[config.mk]
export PLATFORM = sky130hd
export DESIGN_NAME = fsp_protect
export DESIGN_NICKNAME = d
export VERILOG_FILES = /design/src/rtl/fsp_pkg.sv /design/src/rtl/fsp_protect.sv
export SDC_FILE = /design/constraint.sdc
export NUM_CORES = 1
export LEC_CHECK = 0
export BUFFER_PORTS_ARGS = -buffer_cell sky130_fd_sc_hd__buf_2
export CORE_ASPECT_RATIO = 0.7
export CORE_UTILIZATION = 42
export CTS_BUF_LIST = sky130_fd_sc_hd__clkbuf_8
export DETAILED_ROUTE_END_ITERATION = 10
export HOLD_SLACK_MARGIN = 0.15
export PLACE_DENSITY = 0.9
export SETUP_SLACK_MARGIN = 0.4
export SLEW_MARGIN = 20
export SYNTH_ARGS = -nofsm -noshare
export SYNTH_HDL_FRONTEND = slang
export SYNTH_SLANG_ARGS = --single-unit
[constraint.sdc]
create_clock -name clock -period 2 [get_ports clock]
set_input_delay 0.2 -clock clock [delete_from_list [all_inputs] [get_ports clock]]
set_output_delay 0.2 -clock clock [all_outputs]
set_load 0.005 [all_outputs]
[src/rtl/fsp_pkg.sv]
package fsp_pkg;

  // ----------------------------------------------------------------
  // widths
  // ----------------------------------------------------------------
  localparam int FLASH_AW = 15;
  localparam int REG_AW = 4;
  localparam int REG_DW = 8;
  localparam int ARM_CW = 3;

  // ----------------------------------------------------------------
  // register map
  // ----------------------------------------------------------------
  localparam logic [REG_AW-1:0] CTRL_ADDR = 4'h0;
  localparam logic [REG_AW-1:0] STATUS_ADDR = 4'h1;
  localparam logic [REG_AW-1:0] LOCK_ADDR = 4'h2;

  // self_program_control_reg bit positions
  localparam int CTRL_SPM_EN = 0;
  localparam int CTRL_ERASE = 1;
  localparam int CTRL_WRITE = 2;
  localparam int CTRL_LOCK_SET = 3;
  localparam int CTRL_RWW_REEN = 4;
  localparam int CTRL_RWW_BUSY = 6;

  // status register bit positions
  localparam int STAT_RST_SEL = 3;
  localparam int STAT_SIZE_LO = 4;
  localparam int STAT_SIZE_HI = 5;
  localparam int STAT_OP_BUSY = 6;
  localparam int STAT_HALT = 7;

  // lock bit positions, both in the lock register and in the spm data byte
  localparam int LOCK_APP_LO = 1;
  localparam int LOCK_APP_HI = 2;
  localparam int LOCK_BOOT_LO = 3;
  localparam int LOCK_BOOT_HI = 4;

  // ----------------------------------------------------------------
  // timing and reset values
  // ----------------------------------------------------------------
  // the spm instruction must follow the control write within this many cycles
  localparam logic [ARM_CW-1:0] SPM_ARM_CYC = 3'h4;
  localparam logic [ARM_CW-1:0] ARM_ONE = 3'h1;
  localparam logic [FLASH_AW-1:0] APP_RESET_ADDR = 15'h0000;
  localparam logic [REG_DW-1:0] RDATA_RST = 8'h00;

  // boot size fuse codes
  localparam logic [1:0] SIZE_CODE_11 = 2'h3;
  localparam logic [1:0] SIZE_CODE_10 = 2'h2;
  localparam logic [1:0] SIZE_CODE_01 = 2'h1;
  localparam logic [1:0] SIZE_CODE_00 = 2'h0;

  // ----------------------------------------------------------------
  // state
  // ----------------------------------------------------------------
  typedef enum logic [2:0] {
    FSP_IDLE = 3'b001,
    FSP_ARMED = 3'b010,
    FSP_BUSY = 3'b100
  } fsp_state_t;

endpackage

[src/rtl/fsp_protect.sv]
// Behaviour
// - spm starts programming only when executed from the boot section.
// - spm from the boot section may target any page, boot pages included.
// - boot section boundary comes from boot size fuses only.
// - during an rww page operation the cpu runs and reads no_read_while_write_section code.
// - during an no_read_while_write_section page operation the cpu is halted throughout.
// - rww section is never read during programming until re-enabled; here a page buffer load spm also reopens it.
// - rww busy flag reads one from an rww page operation until re-enable; a no_read_while_write_section operation does not set it.
//   here a page buffer load spm clears the flag as well as re-enable does.
// - boot section always lies inside the no_read_while_write_section section.
// - boot lock bits only programmed by software; only chip erase clears.
// - general lock modes do not affect spm writes or lpm reads.
// - lock bits are inverted: one unprogrammed, zero programmed.
// - app lock 11 no restriction; 10 blocks spm writes to app section.
// - app lock 00 blocks writes, boot-side lpm reads, masks app interrupts.
// - app lock 01 allows writes, blocks boot-side lpm reads, masks interrupts.
// - boot lock 11 no restriction; 10 blocks spm writes to boot section.
// - boot lock 00 blocks writes, app-side lpm reads, masks boot interrupts.
// - boot lock 01 allows writes, blocks app-side lpm reads, masks interrupts.
// - programmed boot reset fuse starts execution at the boot section start.
// - the cpu has no path to modify any fuse.
// - unprogrammed boot reset fuse uses application reset vector zero.
// - rww busy is set when an rww page erase or write starts.
//
// Local design decisions: strobed register access and the register offsets.
module fsp_protect
  import fsp_pkg::*;
#(
  parameter logic [FLASH_AW-1:0] NO_READ_WHILE_WRITE_SECTION_START = 15'h4800,
  parameter logic [FLASH_AW-1:0] FLASH_WORDS = 15'h5000,
  parameter logic [FLASH_AW-1:0] BOOT_WORDS_11 = 15'h0100,
  parameter logic [FLASH_AW-1:0] BOOT_WORDS_10 = 15'h0200,
  parameter logic [FLASH_AW-1:0] BOOT_WORDS_01 = 15'h0400,
  parameter logic [FLASH_AW-1:0] BOOT_WORDS_00 = 15'h0800
)(
  // clock and reset
  input wire logic clock,
  input wire logic rst,
  // register port
  input wire logic [fsp_pkg::REG_AW-1:0] reg_addr,
  input wire logic [fsp_pkg::REG_DW-1:0] reg_wdata,
  input wire logic reg_wr,
  input wire logic reg_rd,
  output logic [fsp_pkg::REG_DW-1:0] reg_rdata,
  // cpu side
  input wire logic [fsp_pkg::FLASH_AW-1:0] cpu_pc,
  input wire logic cpu_vectors_in_boot,
  input wire logic spm_exec,
  input wire logic [fsp_pkg::FLASH_AW-1:0] spm_addr,
  input wire logic [fsp_pkg::REG_DW-1:0] spm_r0,
  input wire logic [fsp_pkg::FLASH_AW-1:0] fetch_addr,
  input wire logic lpm_req,
  input wire logic [fsp_pkg::FLASH_AW-1:0] lpm_addr,
  output logic cpu_halt,
  output logic fetch_blocked,
  output logic lpm_denied,
  output logic irq_masked,
  output logic [fsp_pkg::FLASH_AW-1:0] reset_vector,
  // fuse and lock storage
  input wire logic [1:0] boot_size_fuses,
  input wire logic boot_reset_select_fuse,
  input wire logic app_lock_bit_hi,
  input wire logic app_lock_bit_lo,
  input wire logic boot_lock_bit_hi,
  input wire logic boot_lock_bit_lo,
  output logic lock_wr,
  output logic [3:0] lock_wr_data,
  // flash array
  input wire logic flash_done,
  output logic flash_erase_start,
  output logic flash_write_start,
  output logic [fsp_pkg::FLASH_AW-1:0] flash_page_addr
);

  // ----------------------------------------------------------------
  // state
  // ----------------------------------------------------------------
  typedef struct packed {
    fsp_state_t st;
    logic [ARM_CW-1:0] arm_cnt;
    logic cmd_erase;
    logic cmd_write;
    logic cmd_lock_set;
    logic cmd_rww_reen;
    logic rww_busy;
    logic halt;
    logic erase_pulse;
    logic write_pulse;
    logic lock_wr;
    logic [3:0] lock_val;
    logic [FLASH_AW-1:0] page;
    logic [REG_DW-1:0] rdata;
  } fsp_regs_t;

  localparam fsp_regs_t REGS_RST = '{
    st: FSP_IDLE,
    arm_cnt: '0,
    cmd_erase: 1'b0,
    cmd_write: 1'b0,
    cmd_lock_set: 1'b0,
    cmd_rww_reen: 1'b0,
    rww_busy: 1'b0,
    halt: 1'b0,
    erase_pulse: 1'b0,
    write_pulse: 1'b0,
    lock_wr: 1'b0,
    lock_val: '0,
    page: '0,
    rdata: RDATA_RST
  };

  fsp_regs_t s_reg;
  fsp_regs_t s_next;

  // ----------------------------------------------------------------
  // section decode
  // ----------------------------------------------------------------
  logic [FLASH_AW-1:0] boot_start;
  logic [FLASH_AW-1:0] boot_start_raw;

  // fuse inputs only; nothing in this block can write them
  always_comb
  begin
    unique case (boot_size_fuses)
      SIZE_CODE_11: boot_start_raw = FLASH_WORDS - BOOT_WORDS_11;
      SIZE_CODE_10: boot_start_raw = FLASH_WORDS - BOOT_WORDS_10;
      SIZE_CODE_01: boot_start_raw = FLASH_WORDS - BOOT_WORDS_01;
      SIZE_CODE_00: boot_start_raw = FLASH_WORDS - BOOT_WORDS_00;
    endcase
  end

  // a boot size larger than the no_read_while_write_section area is clipped to it
  assign boot_start = (boot_start_raw < NO_READ_WHILE_WRITE_SECTION_START) ? NO_READ_WHILE_WRITE_SECTION_START : boot_start_raw;

  function automatic logic in_boot(input logic [FLASH_AW-1:0] a,
                                   input logic [FLASH_AW-1:0] bs);
    in_boot = (a >= bs);
  endfunction

  function automatic logic in_rww(input logic [FLASH_AW-1:0] a);
    in_rww = (a < NO_READ_WHILE_WRITE_SECTION_START);
  endfunction

  // ----------------------------------------------------------------
  // lock decode (programmed means zero)
  // ----------------------------------------------------------------
  // only the two boot lock fields are consulted; the general lock modes
  // are not even routed here, so they cannot gate spm or lpm
  logic app_wr_block;
  logic app_rd_block;
  logic boot_wr_block;
  logic boot_rd_block;

  assign app_wr_block = ~app_lock_bit_lo;
  assign app_rd_block = ~app_lock_bit_hi;
  assign boot_wr_block = ~boot_lock_bit_lo;
  assign boot_rd_block = ~boot_lock_bit_hi;

  // ----------------------------------------------------------------
  // cpu facing decode
  // ----------------------------------------------------------------
  logic pc_boot;
  logic spm_tgt_boot;
  logic spm_tgt_rww;
  logic spm_wr_block;
  logic rww_blocked;

  assign pc_boot = in_boot(cpu_pc, boot_start);
  assign spm_tgt_boot = in_boot(spm_addr, boot_start);
  assign spm_tgt_rww = in_rww(spm_addr);
  assign spm_wr_block = spm_tgt_boot ? boot_wr_block : app_wr_block;

  // blocked while the flag stands and for the whole of any page operation
  assign rww_blocked = s_reg.rww_busy | (s_reg.st == FSP_BUSY);

  // no_read_while_write_section code stays readable while an rww page is programmed
  assign fetch_blocked = rww_blocked & in_rww(fetch_addr);

  always_comb
  begin
    lpm_denied = 1'b0;
    if (lpm_req)
    begin
      if (rww_blocked && in_rww(lpm_addr))
      begin
        lpm_denied = 1'b1;
      end
      else if (pc_boot && !in_boot(lpm_addr, boot_start) && app_rd_block)
      begin
        lpm_denied = 1'b1;
      end
      else if (!pc_boot && in_boot(lpm_addr, boot_start) && boot_rd_block)
      begin
        lpm_denied = 1'b1;
      end
    end
  end

  // interrupts masked when the vectors sit in the other section and the running section is read-locked
  assign irq_masked = (!pc_boot && cpu_vectors_in_boot && app_rd_block)
                    | (pc_boot && !cpu_vectors_in_boot && boot_rd_block);

  // fuse is sampled continuously, so the vector is right on any reset
  assign reset_vector = boot_reset_select_fuse ? APP_RESET_ADDR : boot_start;

  // ----------------------------------------------------------------
  // control write decode
  // ----------------------------------------------------------------
  logic ctrl_wr;
  logic ctrl_legal;
  logic [3:0] ctrl_ops;

  assign ctrl_wr = reg_wr && (reg_addr == CTRL_ADDR);
  assign ctrl_ops = {reg_wdata[CTRL_RWW_REEN], reg_wdata[CTRL_LOCK_SET],
                     reg_wdata[CTRL_WRITE], reg_wdata[CTRL_ERASE]};
  // spm enable with at most one operation bit; anything else does nothing
  assign ctrl_legal = reg_wdata[CTRL_SPM_EN] && ($countones(ctrl_ops) <= 1);

  // ----------------------------------------------------------------
  // next state
  // ----------------------------------------------------------------
  always_comb
  begin
    s_next = s_reg;
    s_next.erase_pulse = 1'b0;
    s_next.write_pulse = 1'b0;
    s_next.lock_wr = 1'b0;

    unique case (s_reg.st)
      FSP_IDLE:
      begin
        if (ctrl_wr && ctrl_legal)
        begin
          s_next.st = FSP_ARMED;
          s_next.arm_cnt = SPM_ARM_CYC;
          s_next.cmd_erase = reg_wdata[CTRL_ERASE];
          s_next.cmd_write = reg_wdata[CTRL_WRITE];
          s_next.cmd_lock_set = reg_wdata[CTRL_LOCK_SET];
          s_next.cmd_rww_reen = reg_wdata[CTRL_RWW_REEN];
        end
      end

      FSP_ARMED:
      begin
        if (spm_exec)
        begin
          s_next.st = FSP_IDLE;
          s_next.cmd_erase = 1'b0;
          s_next.cmd_write = 1'b0;
          s_next.cmd_lock_set = 1'b0;
          s_next.cmd_rww_reen = 1'b0;
          // spm from the application section is a no-operation
          if (pc_boot)
          begin
            if (s_reg.cmd_erase || s_reg.cmd_write)
            begin
              // a locked target starts nothing at all
              if (!spm_wr_block)
              begin
                s_next.st = FSP_BUSY;
                s_next.page = spm_addr;
                s_next.erase_pulse = s_reg.cmd_erase;
                s_next.write_pulse = s_reg.cmd_write;
                s_next.halt = !spm_tgt_rww;
                if (spm_tgt_rww)
                begin
                  s_next.rww_busy = 1'b1;
                end
              end
            end
            else if (s_reg.cmd_lock_set)
            begin
              // and-ing with the current value can only program bits,
              // so erasing back to one is left to chip erase
              s_next.lock_wr = 1'b1;
              s_next.lock_val[LOCK_APP_LO - 1] = app_lock_bit_lo & spm_r0[LOCK_APP_LO];
              s_next.lock_val[LOCK_APP_HI - 1] = app_lock_bit_hi & spm_r0[LOCK_APP_HI];
              s_next.lock_val[LOCK_BOOT_LO - 1] = boot_lock_bit_lo & spm_r0[LOCK_BOOT_LO];
              s_next.lock_val[LOCK_BOOT_HI - 1] = boot_lock_bit_hi & spm_r0[LOCK_BOOT_HI];
            end
            else
            begin
              // re-enable, or a page buffer load, frees the rww section
              s_next.rww_busy = 1'b0;
            end
          end
        end
        else if (s_reg.arm_cnt == ARM_ONE)
        begin
          s_next.st = FSP_IDLE;
          s_next.arm_cnt = '0;
          s_next.cmd_erase = 1'b0;
          s_next.cmd_write = 1'b0;
          s_next.cmd_lock_set = 1'b0;
          s_next.cmd_rww_reen = 1'b0;
        end
        else
        begin
          s_next.arm_cnt = s_reg.arm_cnt - ARM_ONE;
        end
      end

      FSP_BUSY:
      begin
        // control writes are ignored: re-enable cannot act mid-operation
        if (flash_done)
        begin
          s_next.st = FSP_IDLE;
          s_next.halt = 1'b0;
        end
      end
    endcase

    // read data stands only in the cycle after the read strobe
    s_next.rdata = RDATA_RST;
    if (reg_rd)
    begin
      unique case (reg_addr)
        CTRL_ADDR:
        begin
          s_next.rdata[CTRL_SPM_EN] = (s_reg.st != FSP_IDLE);
          s_next.rdata[CTRL_ERASE] = s_reg.cmd_erase;
          s_next.rdata[CTRL_WRITE] = s_reg.cmd_write;
          s_next.rdata[CTRL_LOCK_SET] = s_reg.cmd_lock_set;
          s_next.rdata[CTRL_RWW_REEN] = s_reg.cmd_rww_reen;
          s_next.rdata[CTRL_RWW_BUSY] = s_reg.rww_busy;
        end
        STATUS_ADDR:
        begin
          s_next.rdata[STAT_RST_SEL] = boot_reset_select_fuse;
          s_next.rdata[STAT_SIZE_LO] = boot_size_fuses[0];
          s_next.rdata[STAT_SIZE_HI] = boot_size_fuses[1];
          s_next.rdata[STAT_OP_BUSY] = (s_reg.st == FSP_BUSY);
          s_next.rdata[STAT_HALT] = s_reg.halt;
        end
        LOCK_ADDR:
        begin
          s_next.rdata[LOCK_APP_LO] = app_lock_bit_lo;
          s_next.rdata[LOCK_APP_HI] = app_lock_bit_hi;
          s_next.rdata[LOCK_BOOT_LO] = boot_lock_bit_lo;
          s_next.rdata[LOCK_BOOT_HI] = boot_lock_bit_hi;
        end
        default:
        begin
          s_next.rdata = RDATA_RST;
        end
      endcase
    end
  end

  // ----------------------------------------------------------------
  // state register
  // ----------------------------------------------------------------
  always_ff @(posedge clock or posedge rst)
  begin
    if (rst)
    begin
      s_reg <= REGS_RST;
    end
    else
    begin
      s_reg <= s_next;
    end
  end

  // ----------------------------------------------------------------
  // outputs
  // ----------------------------------------------------------------
  assign reg_rdata = s_reg.rdata;
  assign cpu_halt = s_reg.halt;
  assign flash_erase_start = s_reg.erase_pulse;
  assign flash_write_start = s_reg.write_pulse;
  assign flash_page_addr = s_reg.page;
  assign lock_wr = s_reg.lock_wr;
  assign lock_wr_data = s_reg.lock_val;

endmodule

==> metrics.cfg, run 1 <==
[finish]
nFillCells = 409
multi_input_area_um2 = 1598
drive_gt1_share_pct = 57.14
areaGrowthSynthToFinish_pct = 57.84
final_common_cell = buf_2
fin_area_um2 = 4141
final_cells = 489
regArea_um2 = 1055
fin_nets = 519
final_cell_mix = buf_2, dfrtp_1, buf_4
largest_reg_flops = 15
final_core_util_pct = 70.55

[worst_setup_path]
crit_chain = buf_8 -> and2_4 -> buf_4 -> buf_4 -> ha_1 -> nor2b_1 -> nand4_1 -> a31oi_1 -> or3_1 -> a31oi_1 -> buf_2
max_stage_delay_ns = 0.31
critPathMaxFanout = 5
required_ns = 1.80
endpoint_kind = primary output
path_class = in -> out
worst_setup_path_start_kind = primary input
crit_slowest_cell = or3_1
critPathArrivalTime_ns = 1.97

[synthesis]
synth-main-ff-cell = dfrtp_1
synthSimpleGateAreaFrac_pct = 17.41
synth_enable_flop_cells = 0
synth-xor-area-share_pct = 0
ys_seq_area_share_pct = 40.10
syn_area_per_cell_um2 = 9.901
synth_top_family_by_area = simple AND/OR/NAND/NOR gates
synthMuxAreaShare_pct = 10.49
yosys_warnings = 0
ys_types = 51
netlist_area_um2 = 2624
async_reset_ff_share_pct = 100.0
synth_fa_ha_area_share_pct = 6.009
ys_ff_latch = 42
syn_inst = 265
synth_compound_area_share_pct = 10.97

[place]
gp_congestion = 0.8266
io_buffers = 115
dp_cells = 442
dpl.hpwl_um = 5673
placed_area_um2 = 3251

[detailed_routing]
vias_per_cell = 5.382
drtIter0Drc = 135
drc = 0
firstDrtPassIters = 4
wl_um = 9142
routedWlPerCell_um = 18.70
antenna_left = 0
vias = 2632

[power_and_ir_drop]
power.density_nw_per_um2 = 963.3
p_leak_nw = 2.091
vdd_drop_max_mv = 0.4742

[sta]
period_needed_ns = 2.171
rsz0062_at_grt = yes
setup_slack_ns = -0.1707
period_share_pct = 108.5
setup_tns_ns = -2.118
fin_worst_hold_slack_ns = 0.1423
final-hold-violation-count = 0
setup_viol = 26
worst_pin_slew_ns = 0.5469
fmax_mhz = 460.7
maxSlewHeadroom_pct = 63.54
clock-skew-final_ns = 0.009623
slew_viol_final = 0

[clock_network]
clk_latency_ns = 0.31
numCtsBuffers = 5
cts_sinks = 42
clock_path_buffers = 2
clk_pin_slew_ns = 0.09
htreeDepth = 2
cts_tree = built
clock-root-buffer = clkbuf_8

[global_route]
use_met2_pct = 45.42
grt_usage_pct = 26.44
overflow = 0
grt_max_degree = 43
grt_pass1_wl_um = 12670
grtUsageMet3_pct = 6.333
busiest_layer = met2
antenna_found_initial = 1
first_global_vias = 2492
grtUsageMet1_pct = 31.59

[floorplan]
die_y_um = 68.13
row_count = 23
core_um2 = 5871
dieArea_um2 = 6573
ios = 144
start_util_pct = 44.69
fp.dieW_um = 96.47

[run_status]
violations = negative setup slack
status = complete, but fails checks

[min_path]
worstHoldPathType = in -> reg

[job]
max_cap_viol_count = 0

-- where the power goes --
group	internal (mW)	total (mW)	switching (mW)
Clock	0.501	0.838	0.338
Combinational	0.940	1.73	0.792
Sequential	1.15	1.42	0.270
Total	2.59	3.99	1.40
-- synthesized netlist by cell type, drive strengths merged (2+ instances only) --
cell	number	area (um^2)
inv	19	71.32
a31oi	4	25.02
nand2	13	48.80
and3	6	40.03
nor4b	4	35.03
nand3b	2	15.01
dfrtp	41	1026
buf	41	315.3
nand2b	4	25.02
mux2i	5	50.05
nor3b	2	15.01
nand4	3	18.77
nand3	4	25.02
nor3	6	30.03
mux2	20	225.2
or3	4	30.03
ha	11	137.6
nor2	21	78.83
a21oi	4	20.02
o31ai	7	52.55
nor4	3	18.77
o21ai	16	83.83
nor2b	4	25.02
-- routing by layer --
metal | vias up | share of wire [%]
met4 | 0 | 4.3
met1 | 1254 | 38
met5 | - | 0
met2 | 157 | 50
li1 | 1183 | -
met3 | 38 | 7.5
-- cells by family (layout without fill, tap and decap cells) --
| family | Yosys count | in the layout |
|---|---|---|
| multiplexers | 25 | 25 |
| flip-flops | 42 | 42 |
| adder cells (fa/ha/maj) | 12 | 12 |
| AO/OA/AOI/OAI | 42 | 42 |
| buffers and inverters | 61 | 200 |
| AND/OR/NAND/NOR | 82 | 82 |
| other | 1 | 11 |
-- through the flow --
step                      setup slack [ns]  power [mW]
after global placement             -0.2737       2.532
final                              -0.1707       3.990
after global routing               -0.2608       4.196
after CTS                          -0.1157       3.758
after floorplan                    -0.1888       2.318
after detailed placement           -0.3952       2.609
-- worst max-delay path, delay by kind of cell --
kind / cells / cell delay [ns]
simple gates: 4 / 0.69
buf+inv: 4 / 0.52
fa+ha+maj: 1 / 0.27
compound gates: 2 / 0.29
-- worst paths after layout --
kind	startpoint	endpoint	slack, ns	cells after the start
setup / recovery	boot_size_fuses[1]	lpm_denied	-0.17	11
min in group asynchronous	rst	reg_rdata[0]	0.56	4
hold / removal	spm_r0[3]	lock_wr_data[2]	0.14	3
hold reg to reg	flash_page_addr[2]	flash_page_addr[2]	0.52	1
setup reg to reg	s_reg[39]	flash_page_addr[13]	0.13	7
max in group asynchronous	rst	s_reg[41]	1.04	4
-- timing repair --
item | CTS | global route
hold buffers | 16 | 1
cloned | 0 | 2
setup buffers | 11 | 8
setup endpoints to repair | 33 | 36
pin swaps | 18 | 8
endpoints found under the hold margin | 55 | 1
resized for setup | 63 | 22
-- final cells by class --
type	instances	area share [%]
Multi-Input combinational cell	171	38.58
Clock inverter	3	1.662
Inverter	19	1.782
Timing Repair Buffer	173	28.52
Sequential cell	42	25.47
Clock buffer	5	1.662
Tap cell	75	2.266
Antenna cell	1	0.06042
No activity file was read; power rests on OpenSTA's default activity.
==> run 2, diff against run 1 <==
Settings changed: ABC_AREA from default to 1, CORE_UTILIZATION 42 to 43, SLEW_MARGIN 20 to 0.
==> metrics.cfg, run 2 <==
[detailed_routing]
antenna_left = 0  ; unchanged
vias_per_cell = 5.090  ; -5.4%
drc = 0  ; unchanged
routedWlPerCell_um = 14.31  ; -23%
firstDrtPassIters = 6  ; +2
vias = 2998  ; +14%
drtIter0Drc = 240  ; +78%
wl_um = 8429  ; -7.8%

[worst_setup_path]
rr_startpoint = s_reg[40]
reg2reg_depth = 7  ; unchanged
critPathMaxFanout = 7  ; +2
critPathArrivalTime_ns = 2.15  ; +0.18 ns
worst_setup_path_start_kind = primary input
path_class = in -> reg
required_ns = 2.23  ; +0.43 ns
endpoint_kind = register
r2r_slack_ns = 0.19  ; +0.06 ns
reg2reg_to = cpu_halt

[sta]
slew_viol_final = 0  ; unchanged
fmax_mhz = 521.0  ; +13%
period_share_pct = 95.98  ; -13 points
worst_pin_slew_ns = 0.5948  ; +0.04791 ns
setup_slack_ns = 0.08045  ; +0.2511 ns
clock-skew-final_ns = 0.01187  ; +0.002247 ns
period_needed_ns = 1.920  ; -0.2511 ns
setup_viol = 0  ; -100%
final-hold-violation-count = 0  ; unchanged
fin_worst_hold_slack_ns = 0.1423  ; +0.00005400 ns
maxSlewHeadroom_pct = 60.20  ; -3.3 points
rsz0062_at_grt = yes

[floorplan]
dieArea_um2 = 6987  ; +6.3%
die_y_um = 70.24  ; +3.1%
core_um2 = 6336  ; +7.9%
fp.dieW_um = 99.48  ; +3.1%
start_util_pct = 45.14  ; +0.45 points
row_count = 24  ; +4.3%
ios = 144  ; unchanged

[clock_network]
clock-root-buffer = clkbuf_8
cts_tree = built
htreeDepth = 2  ; unchanged
numCtsBuffers = 5  ; unchanged
clk_latency_ns = 0.30  ; about the same
cts_sinks = 42  ; unchanged
clock_path_buffers = 2  ; unchanged
clk_pin_slew_ns = 0.08  ; about the same

[synthesis]
synth_enable_flop_cells = 0  ; unchanged
ys_seq_area_share_pct = 36.79  ; -3.3 points
netlist_area_um2 = 2860  ; +9.0%
synth_top_area_share_pct = 35.87  ; -3.2 points
synth-main-ff-cell = dfrtp_1
async_reset_ff_share_pct = 100.0  ; unchanged
syn_inst = 382  ; +44%
ys_types = 36  ; -29%
synth_top_cells_by_area = dfrtp_1, nand2_1, buf_4
yosys_warnings = 0  ; unchanged
synth_top_cell_by_area = dfrtp_1
syn_area_per_cell_um2 = 7.488  ; -24%
ys_ff_latch = 42  ; unchanged
synth_most_common_cell = nand2_1
netlist_top_cells_count = nand2_1, nor2_1, inv_1

[finish]
areaGrowthSynthToFinish_pct = 37.53
final_cells = 589  ; +20%
antenna_cells = 0  ; -1
fin_area_um2 = 3934  ; -5.0%
drive_gt1_share_pct = 42.57  ; -15 points
largest_reg_flops = 15  ; unchanged
nFillCells = 507  ; +24%
final_cell_mix = buf_2, nand2_1, nor2_1
final_common_cell = buf_2
fin_nets = 604  ; +16%

[power_and_ir_drop]
p_leak_nw = 2.167  ; +3.6%
vdd_drop_max_mv = 0.3970  ; -16%
power.density_nw_per_um2 = 945.3  ; -1.9%

[run_status]
status = finished, final reports clean

[min_path]
worstHoldStart = spm_r0[4]
hold_depth = 3  ; unchanged
hold_end = lock_wr_data[3]
worstHoldPathType = in -> reg

[place]
dp_worst_setup_slack_ns = -0.02324  ; +0.3720 ns
dpl.hpwl_um = 5606  ; -1.2%
gp_congestion = 0.8596  ; +4.0%
dp_cells = 559  ; +26%
placed_area_um2 = 3293  ; +1.3%
io_buffers = 115  ; unchanged

[global_route]
grt_usage_pct = 22.61  ; -3.8 points
grtUsageMet3_pct = 2.903  ; -3.4 points
grt_pass1_wl_um = 12260  ; -3.2%
grt_max_degree = 43  ; unchanged
antenna_found_initial = 0  ; -1
grtUsageMet1_pct = 29.15  ; -2.4 points
first_global_vias = 2693  ; +8.1%
busiest_layer = met2
overflow = 0  ; unchanged
use_met2_pct = 38.58  ; -6.8 points

[job]
max_cap_viol_count = 0  ; unchanged

-- run 2: cell count changes in the layout (fill, tap and decap cells not counted), moves of 18 or more --
cell,before,now
inv_1,15,40
mux2_4,20,0
nand2_1,13,76
nand3_1,3,21
nor2_1,17,42
-- run 2: worst max path at each step --
stage                       start  slack (ns)                 end  depth (start not counted)
2_1_floorplan  boot_size_fuses[0]        0.40          lpm_denied                         11
3_3_place_gp   boot_size_fuses[0]        0.02          lpm_denied                         13
3_5_place_dp   boot_size_fuses[0]       -0.02          lpm_denied                         13
4_1_cts        boot_size_fuses[1]        0.21          irq_masked                         13
5_1_grt        boot_size_fuses[0]       -0.01  flash_page_addr[2]                         16
6_report       boot_size_fuses[0]        0.08  flash_page_addr[2]                         16
-- run 2: power breakdown --
group          leakage, nW  switching [mW]  internal [mW]
combinational         1.55           0.980          0.574
clock               0.0714           0.301          0.532
sequential           0.549           0.199           1.13
-- run 2: cell type report --
class | count | area, um^2 | share of cell area (%)
Multi-Input combinational cell | 258 | 1614 | 41.03
Inverter | 51 | 193.9 | 4.930
Timing Repair Buffer | 139 | 817.0 | 20.77
Sequential cell | 42 | 1052 | 26.75
Tap cell | 91 | 113.9 | 2.894
Clock buffer | 6 | 82.58 | 2.099
Clock inverter | 2 | 60.06 | 1.527
-- run 2: timing repair --
action | 4_1_cts | 5_1_grt
setup buffers | 9 | 2
endpoints found under the setup margin | 23 | 33
cloned | 2 | 0
pin swaps | 19 | 18
endpoints found under the hold margin | 49 | 0
hold buffers | 9 | 0
gates resized for setup | 33 | 37
-- run 2: metrics by stage --
stage	setup TNS, ns	util [%]	power (mW)
2_1_floorplan	0	-	2.366
3_3_place_gp	0	51.97	2.530
3_5_place_dp	-0.02324	51.97	2.598
4_1_cts	0	59.64	3.530
5_1_grt	-0.01012	62.09	3.923
6_report	0	62.09	3.719
-- run 2: logic make-up after synthesis --
group                    after synthesis  share of synthesized area, %
AND/OR/NAND/NOR                      199                         32.46
adder cells (fa/ha/maj)               12                         5.512
XOR/XNOR                               1                        0.3063
other                                  1                        0.1311
AO/OA/AOI/OAI                         34                         6.825
buffers and inverters                 93                         17.98
flip-flops                            42                         36.79
-- run 2: worst max-delay path, cell delays in order --
cell and delay, ns:
buf_8 0.11, nor2_4 0.21, buf_6 0.13, buf_6 0.10
ha_4 0.20, nand2_2 0.06, nand2_2 0.05, nand2_2 0.06
nand2_2 0.06, nor2_4 0.15, nand2_2 0.08, nand2_2 0.10
nand3_4 0.14, nor2_4 0.29, nand3_2 0.13, nand2_1 0.08
-- run 2: metal layers --
metal,part of all wire (%),up-vias
met3,8.5,43
met2,48,202
met4,3.2,0
met1,40,1352
met5,0,-
li1,-,1401
==> run 3, diff against run 2 <==
--- a/config.mk
+++ b/config.mk
@@ -7,4 +7,5 @@
 export LEC_CHECK = 0
 export ABC_AREA = 1
+export ABC_CLOCK_PERIOD_IN_PS = 2000
 export BUFFER_PORTS_ARGS = -buffer_cell sky130_fd_sc_hd__buf_2
 export CORE_ASPECT_RATIO = 0.7
@@ -13,5 +14,5 @@
 export DETAILED_ROUTE_END_ITERATION = 10
 export HOLD_SLACK_MARGIN = 0.15
-export PLACE_DENSITY = 0.9
+export PLACE_DENSITY = 0.88
 export SETUP_SLACK_MARGIN = 0.4
 export SLEW_MARGIN = 0
==> constraint.sdc (replaced) <==
create_clock -name clock -period 2 [get_ports clock]
set_input_delay 0 -clock clock [delete_from_list [all_inputs] [get_ports clock]]
set_output_delay 0 -clock clock [all_outputs]
set_load 0.005 [all_outputs]
==> metrics.cfg, run 3 (same netlist as run 2, synthesis figures left out) <==
[sta]
worst_pin_slew_ns = 0.5662  ; -0.02855 ns
final-hold-violation-count = 0  ; unchanged
rsz0062_at_grt = yes
setup_tns_ns = 0  ; unchanged
slew_viol_final = 0  ; unchanged
fmax_mhz = 614.2  ; +18%
maxSlewHeadroom_pct = 62.11  ; +1.9 points
period_share_pct = 81.41  ; -15 points
fin_worst_hold_slack_ns = 0.1293  ; -0.01305 ns
clock-skew-final_ns = 0.007888  ; -0.003982 ns
setup_viol = 0  ; unchanged
setup_slack_ns = 0.3719  ; +0.2914 ns
period_needed_ns = 1.628  ; -0.2914 ns

[detailed_routing]
antenna_left = 0  ; unchanged
drtIter0Drc = 207  ; -14%
wl_um = 8831  ; +4.8%
drc = 0  ; unchanged
routedWlPerCell_um = 14.43  ; +0.83%
firstDrtPassIters = 4  ; -2
vias = 3091  ; +3.1%
vias_per_cell = 5.051  ; -0.77%

[worst_setup_path]
critPathMaxFanout = 7  ; unchanged
path_class = reg -> reg
path_common_cell = nor2_1
endpoint_kind = register
rr_startpoint = s_reg[34]
crit_chain = nor2_1 -> nor2_1 -> inv_2 -> nor2_4 -> nand3_1 -> nand2_1
max_stage_delay_ns = 0.45  ; +0.16 ns
critPathArrivalTime_ns = 1.87  ; -0.28 ns
worst_setup_path_start_kind = register
crit_slowest_cell = nor2_1
reg2reg_depth = 6  ; -1
reg2reg_to = flash_page_addr[8]
required_ns = 2.24  ; about the same
r2r_slack_ns = 0.37  ; +0.18 ns

[floorplan]
start_util_pct = 45.14  ; unchanged
ios = 144  ; unchanged
fp.dieW_um = 99.48  ; unchanged
dieArea_um2 = 6987  ; unchanged
row_count = 24  ; unchanged
die_y_um = 70.24  ; unchanged
core_um2 = 6336  ; unchanged

[place]
dp_worst_setup_slack_ns = 0.2120  ; +0.2353 ns
io_buffers = 115  ; unchanged
dpl.hpwl_um = 5679  ; +1.3%
placed_area_um2 = 3283  ; -0.30%
dp_cells = 558  ; -0.18%
gp_congestion = 0.8467  ; -1.5%

[finish]
largest_reg_flops = 15  ; unchanged
final_common_cell = buf_2
fin_area_um2 = 4056  ; +3.1%
final_core_util_pct = 64.02  ; +1.9 points
final_cell_mix = buf_2, nand2_1, dfrtp_1
drive_gt1_share_pct = 38.39  ; -4.2 points
fin_nets = 628  ; +4.0%
final_cells = 612  ; +3.9%
antenna_cells = 0  ; unchanged
areaGrowthSynthToFinish_pct = 41.82

[clock_network]
clk_pin_slew_ns = 0.08  ; about the same
cts_sinks = 42  ; unchanged
numCtsBuffers = 5  ; unchanged
clk_latency_ns = 0.30  ; about the same
htreeDepth = 2  ; unchanged
clock_path_buffers = 2  ; unchanged
cts_tree = built
clock-root-buffer = clkbuf_8

[min_path]
hold_depth = 5  ; +2
hold_end = reg_rdata[4]
worstHoldPathType = in -> reg
worstHoldStart = boot_size_fuses[0]

[global_route]
first_global_vias = 2835  ; +5.3%
overflow = 0  ; unchanged
grt_pass1_wl_um = 12750  ; +4.0%
grt_usage_pct = 23.38  ; +0.76 points
antenna_found_initial = 0  ; unchanged
grt_max_degree = 43  ; unchanged

[power_and_ir_drop]
p_leak_nw = 2.274  ; +4.9%
p_total_mw = 3.395  ; -8.7%
power.density_nw_per_um2 = 837.0  ; -11%
vdd_drop_max_mv = 0.3849  ; -3.0%

[job]
max_cap_viol_count = 0  ; unchanged

[run_status]
status = finished, final reports clean

==> run 3: cell count changes in the layout (fill, tap and decap cells not counted), moves of 3 or more <==
cell	change
buf_2	-3
nand3_2	-11
dlymetal6s4s_1	+4
nor2_1	-3
ha_4	-3
nand3_1	+10
ha_1	+3
dlygate4sd3_1	+21
==> run 3: what timing repair did <==
action / in CTS / in global routing
buffers inserted: 1 / 10
pin swaps: 0 / 28
setup endpoints to repair: 17 / 31
cloned: 0 / 2
gates resized for setup: 4 / 57
hold endpoints to repair: 77 / 0
hold buffers: 36 / 0
==> run 3: worst max-delay path: cells and delay by family (launching register included) <==
kind,cells,cell delay [ns]
and+or+nand+nor,5,1.01
buffers and inverters,1,0.19
DFF,1,0.37
==> run 3: final cells by class <==
| cell class | count | area (um^2) |
|---|---|---|
| Fill cell | 488 | 2280 |
| Multi-Input combinational cell | 258 | 1535 |
| Timing Repair Buffer | 163 | 1079 |
| Sequential cell | 42 | 1052 |
| Inverter | 51 | 197.7 |
| Tap cell | 91 | 113.9 |
| Clock buffer | 5 | 68.82 |
| Clock inverter | 2 | 10.01 |
==> run 3: power by group <==
group	internal [mW]	leakage (nW)	total (mW)	switching (mW)
Combinational	0.612	1.68	1.53	0.916
Clock	0.234	0.0438	0.524	0.289
Sequential	1.13	0.549	1.34	0.211
==> run 3: layer usage <==
layer / track usage [%] / part of all wire, % / vias to the layer above
met2: 41.51 / 47 / 181
met5: 0 / 0 / -
met3: 4.104 / 7.9 / 39
met1: 28.54 / 41 / 1422
met4: 8.170 / 3.9 / 0
li1: - / - / 1449
==> run 3: worst max path at each step <==
stage                            start                  end  slack (ns)  cells after the start
floorplan           boot_size_fuses[0]   flash_page_addr[0]        0.55                     14
global placement    boot_size_fuses[0]  flash_page_addr[12]        0.24                     13
detailed placement  boot_size_fuses[0]  flash_page_addr[11]        0.21                     13
CTS                          s_reg[41]      lock_wr_data[2]        0.40                      7
global route               spm_addr[0]   flash_page_addr[4]        0.30                     12
finish                       s_reg[34]   flash_page_addr[8]        0.37                      6
